--- config.mk ---
export PLATFORM = sky130hd
export DESIGN_NAME = ccs_top
export DESIGN_NICKNAME = d
export VERILOG_FILES = /design/src/ccs_pkg.sv /design/src/ccs_mem_if.sv /design/src/ccs_nvm.sv /design/src/ccs_top.sv
export SDC_FILE = /design/constraint.sdc
export NUM_CORES = 1
export LEC_CHECK = 0
export CAP_MARGIN = 20
export CELL_PAD_IN_SITES_DETAIL_PLACEMENT = 1
export CELL_PAD_IN_SITES_GLOBAL_PLACEMENT = 1
export CORE_MARGIN = 5
export CORE_UTILIZATION = 56
export CTS_CLUSTER_DIAMETER = 60
export DETAILED_ROUTE_END_ITERATION = 10
export DONT_BUFFER_PORTS = 1
export GPL_TIMING_DRIVEN = 0
export PLACE_DENSITY = 0.88
export REMOVE_ABC_BUFFERS = 1
export SYNTH_ARGS = -nofsm -noshare
export SYNTH_HDL_FRONTEND = slang
export SYNTH_SLANG_ARGS = --single-unit
--- constraint.sdc ---
create_clock -name clk_sys_i -period 6.17 [get_ports clk_sys_i]
set_input_delay 1.5425 -clock clk_sys_i [delete_from_list [all_inputs] [get_ports clk_sys_i]]
set_output_delay 1.5425 -clock clk_sys_i [all_outputs]
set_load 0.02 [all_outputs]
--- src/ccs_pkg.sv ---
// Purpose: Shared constants for the clock source configuration block.
// Assumes: A serial control port with a 16-bit instruction and one data byte.
// Notes: Offsets are byte addresses on the serial control port.
package ccs_pkg;
	// Serial frame layout.
	localparam int unsigned ADDR_W = 13; // Address field width.
	localparam int unsigned DATA_W = 8; // Register width.
	localparam logic [4:0] INSTR_LAST_BIT = 5'h0f; // Count at the last instruction bit.
	localparam logic [4:0] FRAME_LAST_BIT = 5'h17; // Count at the last data bit.
	localparam int unsigned RW_BIT = 15; // Read flag position within the instruction.
	// Register offsets.
	localparam logic [12:0] OFS_PLL = 13'h0010; // PLL power mode and polarity.
	localparam logic [12:0] OFS_CAL = 13'h0018; // Oscillator calibration control.
	localparam logic [12:0] OFS_REF = 13'h001c; // Reference input enables.
	localparam logic [12:0] OFS_DIV = 13'h01e0; // Oscillator divider setting.
	localparam logic [12:0] OFS_ROUTE = 13'h01e1; // Input routing select.
	localparam logic [12:0] OFS_UPDATE = 13'h0232; // Register update trigger.
	localparam logic [12:0] OFS_NVM_CTRL = 13'h0b00; // Store request.
	localparam logic [12:0] OFS_STATUS = 13'h0b01; // Block status.
	// Field positions.
	localparam int unsigned PLL_MODE_LSB = 0; // Two-bit power mode field.
	localparam logic [1:0] PLL_MODE_RUN = 2'h0; // Normal running.
	localparam int unsigned CAL_BIT = 0; // Calibration request bit.
	localparam int unsigned UPDATE_BIT = 0; // Update strobe bit.
	localparam int unsigned SAVE_BIT = 0; // Store request bit.
	localparam int unsigned BYPASS_BIT = 0; // Divider bypass bit.
	localparam int unsigned OSC_SEL_BIT = 1; // Oscillator source select bit.
	// Reset values.
	localparam logic [7:0] RST_PLL = 8'h01; // Asynchronous power-down.
	localparam logic [7:0] RST_CAL = 8'h00;
	localparam logic [7:0] RST_REF = 8'h00;
	localparam logic [7:0] RST_DIV = 8'h00; // Divide by two.
	localparam logic [7:0] RST_ROUTE = 8'h00; // Divider in use, external input.
	// Nonvolatile store layout: entry 0 is a validity marker, entries 1 to 5 the registers.
	localparam int unsigned NVM_AW = 3;
	localparam logic [2:0] NVM_IDX_MARK = 3'h0;
	localparam logic [2:0] NVM_IDX_PLL = 3'h1;
	localparam logic [2:0] NVM_IDX_CAL = 3'h2;
	localparam logic [2:0] NVM_IDX_REF = 3'h3;
	localparam logic [2:0] NVM_IDX_DIV = 3'h4;
	localparam logic [2:0] NVM_IDX_ROUTE = 3'h5;
	localparam logic [7:0] NVM_MARKER = 8'ha5; // Marks a stored image as valid.
	// Timing.
	localparam int unsigned CLK_PERIOD_NS = 100; // System clock period.
	localparam int unsigned CAL_TIME_NS = 100000; // Calibration duration.
	localparam int unsigned CAL_CYCLES = (CAL_TIME_NS + CLK_PERIOD_NS - 1) / CLK_PERIOD_NS;
	// Controller states.
	typedef enum logic [4:0] {
		ST_WAIT = 5'h01,
		ST_CHECK = 5'h02,
		ST_LOAD_ADDR = 5'h04,
		ST_LOAD_TAKE = 5'h08,
		ST_IDLE = 5'h10
	} ccs_state_t;
endpackage

--- src/ccs_mem_if.sv ---
// Purpose: Carries the store port between the controller and the store.
// Assumes: One write port and one registered read port.
// Notes: The read address is sampled every cycle.
`timescale 1ns/100ps
interface ccs_mem_if #(
	parameter int unsigned AW = 3,
	parameter int unsigned DW = 8
);
	logic we; // Write strobe.
	logic [AW-1:0] waddr; // Write address.
	logic [DW-1:0] wdata; // Write data.
	logic [AW-1:0] raddr; // Read address.
	logic [DW-1:0] rdata; // Read data, one cycle after the address.
	modport ctrl(output we, output waddr, output wdata, output raddr, input rdata);
	modport mem(input we, input waddr, input wdata, input raddr, output rdata);
endinterface

--- src/ccs_nvm.sv ---
// Purpose: Small store that keeps the saved configuration image.
// Assumes: Contents are not touched by reset so they survive it.
// Notes: Read data come out of a register.
`timescale 1ns/100ps
module ccs_nvm #(
	parameter int unsigned DEPTH = 8
) (
	input wire logic clk_sys_i,
	ccs_mem_if.mem port
);
	logic [7:0] mem_q [DEPTH]; // Storage cells, kept across reset.

	// Writes land in the array; reads are registered.
	always_ff @(posedge clk_sys_i) begin
		if (port.we) begin
			mem_q[port.waddr] <= port.wdata;
		end
		port.rdata <= mem_q[port.raddr];
	end
endmodule

--- src/ccs_top.sv ---
// Purpose: Configuration logic of a clock source with oscillator, PLL and divider.
// Assumes: Serial clock runs at most a quarter of clk_sys_i; pins are asynchronous.
// Notes: Writes go to shadow registers and take effect on the update strobe.
// What this block does
// - PLL runs when power mode is zero.
// - Source bit one selects internal oscillator.
// - Bypass bit zero feeds from oscillator divider.
// - Zero then update discards earlier calibration.
// - One then update starts a calibration when the active bit was zero.
// - Settings saved to store, reloaded at power-up.
// - Reset gives PLL off, divide by two.
// - Bypass bit one skips the divider.
// - Source bit zero selects external input.
`timescale 1ns/100ps
module ccs_top (
	input wire logic clk_sys_i,
	input wire logic resetn_i,
	input wire logic spi_sclk_i,
	input wire logic spi_csn_i,
	input wire logic spi_sdi_i,
	output logic spi_sdo_o,
	output logic spi_sdo_oe_o,
	output logic [7:0] pll_ctrl_o,
	output logic pll_run_o,
	output logic [2:0] ref_en_o,
	output logic [2:0] osc_div_o,
	output logic osc_sel_o,
	output logic div_bypass_o,
	output logic cal_start_o,
	output logic cal_busy_o,
	output logic nvm_busy_o
);
	// Synchronisers for the serial pins; stage one feeds stage two only.
	logic sclk_s1_q, sclk_s2_q, sclk_s3_q;
	logic csn_s1_q, csn_s2_q;
	logic sdi_s1_q, sdi_s2_q;
	logic sclk_rise, sclk_fall; // Serial clock edges seen in the system domain.
	// Serial engine state.
	logic [4:0] bit_cnt_q; // Bits received in the current frame.
	logic [22:0] rx_q; // Received bits so far.
	logic [12:0] addr_q; // Captured register address.
	logic rd_q; // Frame is a read.
	logic [7:0] tx_q; // Read data being shifted out.
	logic wr_stb; // One-cycle write pulse at the last data bit.
	logic [7:0] wr_data; // Data byte of that write.
	// Shadow and active registers.
	logic [7:0] sh_pll_q, sh_cal_q, sh_ref_q, sh_div_q, sh_route_q;
	logic [7:0] ac_pll_q, ac_cal_q, ac_ref_q, ac_div_q, ac_route_q;
	logic upd_q; // Pending update strobe.
	logic save_q; // Pending store request.
	localparam int unsigned CAL_CYCLES_L = ccs_pkg::CAL_CYCLES; // Calibration length in cycles.
	logic [$clog2(CAL_CYCLES_L + 1)-1:0] cal_cnt_q; // Remaining calibration cycles.
	// Store controller.
	ccs_pkg::ccs_state_t state_q;
	logic [2:0] idx_q; // Store entry in use.
	logic saving_q; // Store write sequence in progress.
	ccs_mem_if #(.AW(ccs_pkg::NVM_AW), .DW(ccs_pkg::DATA_W)) mem_if ();

	// Returns the active value that belongs in a store entry.
	function automatic logic [7:0] entry_val(input logic [2:0] idx);
		unique case (idx)
			ccs_pkg::NVM_IDX_PLL: entry_val = ac_pll_q;
			ccs_pkg::NVM_IDX_CAL: entry_val = ac_cal_q;
			ccs_pkg::NVM_IDX_REF: entry_val = ac_ref_q;
			ccs_pkg::NVM_IDX_DIV: entry_val = ac_div_q;
			ccs_pkg::NVM_IDX_ROUTE: entry_val = ac_route_q;
			default: entry_val = ccs_pkg::NVM_MARKER;
		endcase
	endfunction

	// Returns the read-back value at a register address; unmapped reads give zero.
	function automatic logic [7:0] read_val(input logic [12:0] a);
		unique case (a)
			ccs_pkg::OFS_PLL: read_val = sh_pll_q;
			ccs_pkg::OFS_CAL: read_val = sh_cal_q;
			ccs_pkg::OFS_REF: read_val = sh_ref_q;
			ccs_pkg::OFS_DIV: read_val = sh_div_q;
			ccs_pkg::OFS_ROUTE: read_val = sh_route_q;
			ccs_pkg::OFS_UPDATE: read_val = {7'h00, upd_q};
			ccs_pkg::OFS_NVM_CTRL: read_val = {7'h00, save_q};
			ccs_pkg::OFS_STATUS: read_val = {6'h00, nvm_busy_o, cal_busy_o};
			default: read_val = 8'h00;
		endcase
	endfunction

	// Two-flop synchronisers, plus a third sclk stage for edge detection.
	always_ff @(posedge clk_sys_i or negedge resetn_i) begin
		if (!resetn_i) begin
			sclk_s1_q <= 1'b0;
			sclk_s2_q <= 1'b0;
			sclk_s3_q <= 1'b0;
			csn_s1_q <= 1'b1;
			csn_s2_q <= 1'b1;
			sdi_s1_q <= 1'b0;
			sdi_s2_q <= 1'b0;
		end else begin
			sclk_s1_q <= spi_sclk_i;
			sclk_s2_q <= sclk_s1_q;
			sclk_s3_q <= sclk_s2_q;
			csn_s1_q <= spi_csn_i;
			csn_s2_q <= csn_s1_q;
			sdi_s1_q <= spi_sdi_i;
			sdi_s2_q <= sdi_s1_q;
		end
	end

	assign sclk_rise = sclk_s2_q & ~sclk_s3_q & ~csn_s2_q;
	assign sclk_fall = ~sclk_s2_q & sclk_s3_q & ~csn_s2_q;
	// A write completes on the rise that brings in the last data bit.
	assign wr_stb = sclk_rise & ~rd_q & (bit_cnt_q == ccs_pkg::FRAME_LAST_BIT);
	assign wr_data = {rx_q[6:0], sdi_s2_q};

	// Serial engine: bits in on rising sclk, read data out on falling sclk.
	always_ff @(posedge clk_sys_i or negedge resetn_i) begin
		if (!resetn_i) begin
			bit_cnt_q <= 5'h00;
			rx_q <= 23'h000000;
			addr_q <= 13'h0000;
			rd_q <= 1'b0;
			tx_q <= 8'h00;
			spi_sdo_o <= 1'b0;
			spi_sdo_oe_o <= 1'b0;
		end else if (csn_s2_q) begin
			// Chip select high ends the frame and releases the data line.
			bit_cnt_q <= 5'h00;
			rd_q <= 1'b0;
			spi_sdo_oe_o <= 1'b0;
		end else begin
			if (sclk_rise) begin
				rx_q <= {rx_q[21:0], sdi_s2_q};
				if (bit_cnt_q != ccs_pkg::FRAME_LAST_BIT) begin
					bit_cnt_q <= bit_cnt_q + 5'h01;
				end
				if (bit_cnt_q == ccs_pkg::INSTR_LAST_BIT) begin
					// Instruction complete: latch address and direction.
					addr_q <= {rx_q[11:0], sdi_s2_q};
					rd_q <= rx_q[ccs_pkg::RW_BIT - 1];
					tx_q <= read_val({rx_q[11:0], sdi_s2_q});
				end
			end
			if (sclk_fall && rd_q) begin
				// Present the next read bit, most significant first.
				spi_sdo_o <= tx_q[7];
				spi_sdo_oe_o <= 1'b1;
				tx_q <= {tx_q[6:0], 1'b0};
			end
		end
	end

	// Shadow registers take serial writes, or the stored image at power-up.
	always_ff @(posedge clk_sys_i or negedge resetn_i) begin
		if (!resetn_i) begin
			sh_pll_q <= ccs_pkg::RST_PLL;
			sh_cal_q <= ccs_pkg::RST_CAL;
			sh_ref_q <= ccs_pkg::RST_REF;
			sh_div_q <= ccs_pkg::RST_DIV;
			sh_route_q <= ccs_pkg::RST_ROUTE;
		end else if (state_q == ccs_pkg::ST_LOAD_TAKE) begin
			// Reload from the store without software action.
			unique case (idx_q)
				ccs_pkg::NVM_IDX_PLL: sh_pll_q <= mem_if.rdata;
				ccs_pkg::NVM_IDX_CAL: sh_cal_q <= mem_if.rdata;
				ccs_pkg::NVM_IDX_REF: sh_ref_q <= mem_if.rdata;
				ccs_pkg::NVM_IDX_DIV: sh_div_q <= mem_if.rdata;
				default: sh_route_q <= mem_if.rdata;
			endcase
		end else if (wr_stb) begin
			// Each register is written on its own.
			unique case (addr_q)
				ccs_pkg::OFS_PLL: sh_pll_q <= wr_data;
				ccs_pkg::OFS_CAL: sh_cal_q <= wr_data;
				ccs_pkg::OFS_REF: sh_ref_q <= wr_data;
				ccs_pkg::OFS_DIV: sh_div_q <= wr_data;
				ccs_pkg::OFS_ROUTE: sh_route_q <= wr_data;
				default: ;
			endcase
		end
	end

	// Update and store requests; a new request wins over the clearing cycle.
	always_ff @(posedge clk_sys_i or negedge resetn_i) begin
		if (!resetn_i) begin
			upd_q <= 1'b0;
			save_q <= 1'b0;
		end else begin
			if (wr_stb && addr_q == ccs_pkg::OFS_UPDATE && wr_data[ccs_pkg::UPDATE_BIT]) begin
				upd_q <= 1'b1;
			end else begin
				upd_q <= 1'b0; // Strobe clears itself once applied.
			end
			if (wr_stb && addr_q == ccs_pkg::OFS_NVM_CTRL && wr_data[ccs_pkg::SAVE_BIT]) begin
				save_q <= 1'b1;
			end else if (state_q == ccs_pkg::ST_IDLE && !saving_q) begin
				save_q <= 1'b0;
			end
		end
	end

	// Active registers copy the shadow set on the update strobe.
	always_ff @(posedge clk_sys_i or negedge resetn_i) begin
		if (!resetn_i) begin
			ac_pll_q <= ccs_pkg::RST_PLL;
			ac_cal_q <= ccs_pkg::RST_CAL;
			ac_ref_q <= ccs_pkg::RST_REF;
			ac_div_q <= ccs_pkg::RST_DIV;
			ac_route_q <= ccs_pkg::RST_ROUTE;
		end else if (state_q == ccs_pkg::ST_LOAD_TAKE) begin
			// Stored values act at once after power-up.
			unique case (idx_q)
				ccs_pkg::NVM_IDX_PLL: ac_pll_q <= mem_if.rdata;
				ccs_pkg::NVM_IDX_CAL: ac_cal_q <= mem_if.rdata;
				ccs_pkg::NVM_IDX_REF: ac_ref_q <= mem_if.rdata;
				ccs_pkg::NVM_IDX_DIV: ac_div_q <= mem_if.rdata;
				default: ac_route_q <= mem_if.rdata;
			endcase
		end else if (upd_q) begin
			ac_pll_q <= sh_pll_q;
			ac_cal_q <= sh_cal_q; // A zero here discards the prior request.
			ac_ref_q <= sh_ref_q;
			ac_div_q <= sh_div_q;
			ac_route_q <= sh_route_q;
		end
	end

	// Calibration runs only on a fresh zero-to-one of the active bit.
	always_ff @(posedge clk_sys_i or negedge resetn_i) begin
		if (!resetn_i) begin
			cal_start_o <= 1'b0;
			cal_busy_o <= 1'b0;
			cal_cnt_q <= '0;
		end else if (upd_q && sh_cal_q[ccs_pkg::CAL_BIT] && !ac_cal_q[ccs_pkg::CAL_BIT]) begin
			cal_start_o <= 1'b1;
			cal_busy_o <= 1'b1;
			cal_cnt_q <= ($bits(cal_cnt_q))'(CAL_CYCLES_L - 1);
		end else if (upd_q && !sh_cal_q[ccs_pkg::CAL_BIT]) begin
			cal_start_o <= 1'b0; // Clearing stops any calibration in progress.
			cal_busy_o <= 1'b0;
			cal_cnt_q <= '0;
		end else begin
			cal_start_o <= 1'b0;
			if (cal_cnt_q != '0) begin
				cal_cnt_q <= cal_cnt_q - 1'b1;
			end else begin
				cal_busy_o <= 1'b0;
			end
		end
	end

	// Drive the analogue controls from the active registers.
	always_ff @(posedge clk_sys_i or negedge resetn_i) begin
		if (!resetn_i) begin
			pll_ctrl_o <= ccs_pkg::RST_PLL;
			pll_run_o <= 1'b0;
			ref_en_o <= 3'h0;
			osc_div_o <= 3'h0;
			osc_sel_o <= 1'b0;
			div_bypass_o <= 1'b0;
		end else begin
			pll_ctrl_o <= ac_pll_q;
			pll_run_o <= (ac_pll_q[ccs_pkg::PLL_MODE_LSB +: 2] == ccs_pkg::PLL_MODE_RUN);
			ref_en_o <= ac_ref_q[2:0];
			osc_div_o <= ac_div_q[2:0];
			osc_sel_o <= ac_route_q[ccs_pkg::OSC_SEL_BIT];
			div_bypass_o <= ac_route_q[ccs_pkg::BYPASS_BIT];
		end
	end

	// Store controller: reload after reset, then save on request.
	always_ff @(posedge clk_sys_i or negedge resetn_i) begin
		if (!resetn_i) begin
			state_q <= ccs_pkg::ST_WAIT;
			idx_q <= ccs_pkg::NVM_IDX_MARK;
			saving_q <= 1'b0;
			nvm_busy_o <= 1'b1;
		end else begin
			unique case (state_q)
				ccs_pkg::ST_WAIT: state_q <= ccs_pkg::ST_CHECK;
				ccs_pkg::ST_CHECK: begin
					// A missing marker leaves the reset values in place.
					if (mem_if.rdata == ccs_pkg::NVM_MARKER) begin
						idx_q <= ccs_pkg::NVM_IDX_PLL;
						state_q <= ccs_pkg::ST_LOAD_ADDR;
					end else begin
						state_q <= ccs_pkg::ST_IDLE;
						nvm_busy_o <= 1'b0;
					end
				end
				ccs_pkg::ST_LOAD_ADDR: state_q <= ccs_pkg::ST_LOAD_TAKE;
				ccs_pkg::ST_LOAD_TAKE: begin
					if (idx_q == ccs_pkg::NVM_IDX_ROUTE) begin
						state_q <= ccs_pkg::ST_IDLE;
						nvm_busy_o <= 1'b0;
					end else begin
						idx_q <= idx_q + 3'h1;
						state_q <= ccs_pkg::ST_LOAD_ADDR;
					end
				end
				ccs_pkg::ST_IDLE: begin
					// Save entries 1 to 5, then the marker, one per cycle.
					if (saving_q) begin
						if (idx_q == ccs_pkg::NVM_IDX_MARK) begin
							saving_q <= 1'b0;
							nvm_busy_o <= 1'b0;
						end else if (idx_q == ccs_pkg::NVM_IDX_ROUTE) begin
							idx_q <= ccs_pkg::NVM_IDX_MARK;
						end else begin
							idx_q <= idx_q + 3'h1;
						end
					end else if (save_q) begin
						saving_q <= 1'b1;
						nvm_busy_o <= 1'b1;
						idx_q <= ccs_pkg::NVM_IDX_PLL;
					end
				end
				default: state_q <= ccs_pkg::ST_IDLE;
			endcase
		end
	end

	assign mem_if.raddr = idx_q;
	assign mem_if.we = saving_q;
	assign mem_if.waddr = idx_q;
	assign mem_if.wdata = entry_val(idx_q);

	// Store that holds the saved image across reset.
	ccs_nvm #(.DEPTH(8)) u_nvm (
		.clk_sys_i(clk_sys_i),
		.port(mem_if.mem)
	);
endmodule

==> qor.yml <==
synth_edf_count: 64
path_common_cell: "nor2_1"
required_ns: 6.58
synth_ff_type: "dfrtp_1"
grt_pass1_wl_um: 50050
grt_start_max_net_pins: 173
synth_seq_cells: 244
final.fill_count: 1812
crit_fanout: 24
rrSetupSlack_ns: 2.37
setup_tns_ns: 0
remaining_drc_errors: 0
grt_pass1_vias: 8151
yosys_warnings: 0
fin_nets: 865
maxSlewViolCount: 0
post-route-period-util: 0.6166
drive_above_1_share: 0.1832
start_kind: "register"
crit_buf_inv: 1
cap_violations: 0
setup.worst_path.start: "idx_q[2]$_DFFE_PN0P_"
layout_min_cycle_time_ns: 3.804
numPortBuffers: 0
hold_violations: 0
antenna_cells: 0
instances_no_fill: 1102
synth_area_um2: 10530
end_kind: "register"
vias: 7669
ant_nets: 0
drt_wl_total_um: 32100
post_cts_buffers: 0
max-vdd-ir-drop_mv: 0.2045
clk_latency_ns: 0.54
synth_cell_type_count: 66
clkTransAtPathRegs_ns: 0.06
power.density_nw_per_um2: 308.2
power_uw: 3585
crit_path_cell_trace: "inv_1 -> ha_1 -> nand3_1 -> nand2_1 -> nor2_1 -> nor2_1"
die_h_um: 147.1
crit_slowest_cell: "dfrtp_1"
dp_cells: 1051
cts_tree: "yes"
start_util: 0.5667
arrival_ns: 4.22
max_stage_delay_ns: 1.01
min_path_type: "reg -> reg"
worst_pin_slew_ns: 1.205
viasPerCell: 6.959
fin_skew_ns: 0.02080
netlist_instances: 852
routedWlPerCell_um: 29.13
rsz0062_at_grt: "no"
rows: 50
cellLeakagePower_uw: 0.005032
dp_hpwl_um: 19690
cts_root_buf: "clkbuf_16"
avgSynthCellArea_um2: 12.36
hold_depth: 0
overflow: 0
r2r_cells: 6
synth-seq-area-share: 0.6073
path_depth: 6
io_pins: 27
first_pass_iters: 8
r2r-end: "ac_ref_q[1]$_DFFE_PN0P_"
slew_headroom: 0.1892
dieArea_um2: 21650
die_x_um: 147.1
async_flop_share: 0.7049
ctsHoldBuffers: 0
antenna_found_initial: 0
status: "completed"
fmax_mhz: 262.9
worst-setup-path-type: "reg -> reg"
grt_use_total: 0.2983
core_area_um2: 18580
r2r-start: "idx_q[2]$_DFFE_PN0P_"
holdPathEnd: "sdi_s2_q$_DFF_PN0_"
finalSetupViolations: 0
cts_max_path_buffers: 3
cts_buffers: 26
htree_levels: 1
cts.repair.resized: 0
gp_congestion: 0.8577
hp-start: "sdi_s1_q$_DFF_PN0_"
drt-initial-drc-count: 930
area_growth_pct: 10.46
cp_top_family: "simple AND/OR/NAND/NOR gates"
cts_num_sinks: 244
## state kept, by name (all words and copies together), names as in the netlist, 8 cells and up
| signal | count |
|---|---|
| u_nvm.mem_q | 64 |
| rx_q | 15 |
| addr_q | 13 |
| cal_cnt_q | 10 |
| ac_cal_q | 8 |
| ac_div_q | 8 |
| ac_pll_q | 8 |
| ac_ref_q | 8 |
| ac_route_q | 8 |
| pll_ctrl_o | 8 |
| sh_cal_q | 8 |
| sh_div_q | 8 |
| sh_pll_q | 8 |
| sh_ref_q | 8 |
| sh_route_q | 8 |
| tx_q | 8 |
| u_nvm.port.rdata | 8 |
## cell type report
class | instances | area (µm²) | share of cell area
clock buffer | 36 | 749.5 | 0.06444
clock inverter | 12 | 120.1 | 0.01033
inverter | 17 | 63.81 | 0.005486
multi-input combinational | 549 | 3919 | 0.3369
sequential | 244 | 6395 | 0.5498
tap | 234 | 292.8 | 0.02517
timing repair buffer | 10 | 91.34 | 0.007853
## report_power, final
part / switching (µW) / internal (µW) / total (µW)
Clock: 677 / 935 / 1610
Combinational: 115 / 79.4 / 194
Sequential: 89.7 / 1690 / 1780
## metal layers
layer / global-route usage / routed length (µm) / up-vias
li1: - / - / 3144
met1: 0.3935 / 12310 / 3975
met2: 0.4977 / 15710 / 436
met3: 0.05552 / 2629 / 114
met4: 0.1100 / 1440 / 0
met5: 0 / 0 / -
## how the worst max path moves through the flow
stage | endpoint | slack [ns]
2_1_floorplan | ac_route_q[0]$_DFFE_PN0P_ | 2.56
3_3_place_gp | ac_route_q[6]$_DFFE_PN0P_ | 0.73
3_5_place_dp | sh_div_q[0]$_DFFE_PN0P_ | 2.41
4_1_cts | ac_pll_q[1]$_DFFE_PN0P_ | 2.31
5_1_grt | ac_ref_q[1]$_DFFE_PN0P_ | 2.32
6_report | ac_ref_q[1]$_DFFE_PN0P_ | 2.37
## cell usage after synthesis, drive strengths merged, types with 8 or more instances
library cell / number / area [µm²]
a21o: 9 / 67.56
a21oi: 71 / 355.3
a222oi: 9 / 90.09
a22o: 8 / 70.07
a22oi: 9 / 67.56
and2: 11 / 68.82
and3: 22 / 137.6
buf: 10 / 46.29
clkbuf: 32 / 120.1
dfrtp: 165 / 4129
dfxtp: 8 / 160.2
edfxtp: 64 / 1922
ha: 12 / 150.1
inv: 17 / 63.81
mux2: 72 / 810.8
mux4: 16 / 360.4
nand2: 79 / 296.5
nor2: 59 / 221.5
nor3: 10 / 50.05
nor4: 11 / 68.82
o21ai: 44 / 220.2
o22ai: 10 / 68.81
xnor2: 8 / 70.07
## worst register-to-register path, delay by kind of cell, from the launching register on
kind          cells  cell delay (ns)
fa+ha+maj         1             0.61
buf+inv           1             0.65
flops             1             1.01
simple gates      4             1.42
## cell families (layout without fill, tap and decap cells)
kind of cell,count (synthesis),after routing,share of synthesized area
adders and majority gates,12,12,0.01426
AOI/OAI and AO/OA,185,185,0.1125
buffers and inverters,59,75,0.02186
DFF,244,244,0.6073
xor gates and xnor gates,11,11,0.009150
muxes,95,95,0.1179
other,1,1,0.0003561
and+or+nand+nor,245,245,0.1167
## through the flow
stage          hold slack [ns]  utilization  setup slack, ns  instance area, µm²
3_5_place_dp            0.3387       0.5779            2.405               10740
5_1_grt                 0.3580       0.6260            2.323               11630
2_1_floorplan           0.3312            -            2.555               10360
6_report                0.3514       0.6260            2.366               11630
4_1_cts                 0.3532       0.6247            2.311               11610
3_3_place_gp            0.3371       0.5735           0.7294               10660
## layout by cell type, fill, tap and decap left out, drive strengths merged, types with 10 or more instances in the layout
| cell | netlist | routed |
|---|---|---|
| dfrtp | 165 | 165 |
| nand2 | 79 | 79 |
| mux2 | 72 | 72 |
| a21oi | 71 | 71 |
| edfxtp | 64 | 64 |
| nor2 | 59 | 59 |
| o21ai | 44 | 44 |
| clkbuf | 32 | 37 |
| and3 | 22 | 22 |
| inv | 17 | 18 |
| mux4 | 16 | 16 |
| ha | 12 | 12 |
| and2 | 11 | 11 |
| nor4 | 11 | 11 |
| nor3 | 10 | 10 |
| o22ai | 10 | 10 |
(Power assumes the default switching activity.)
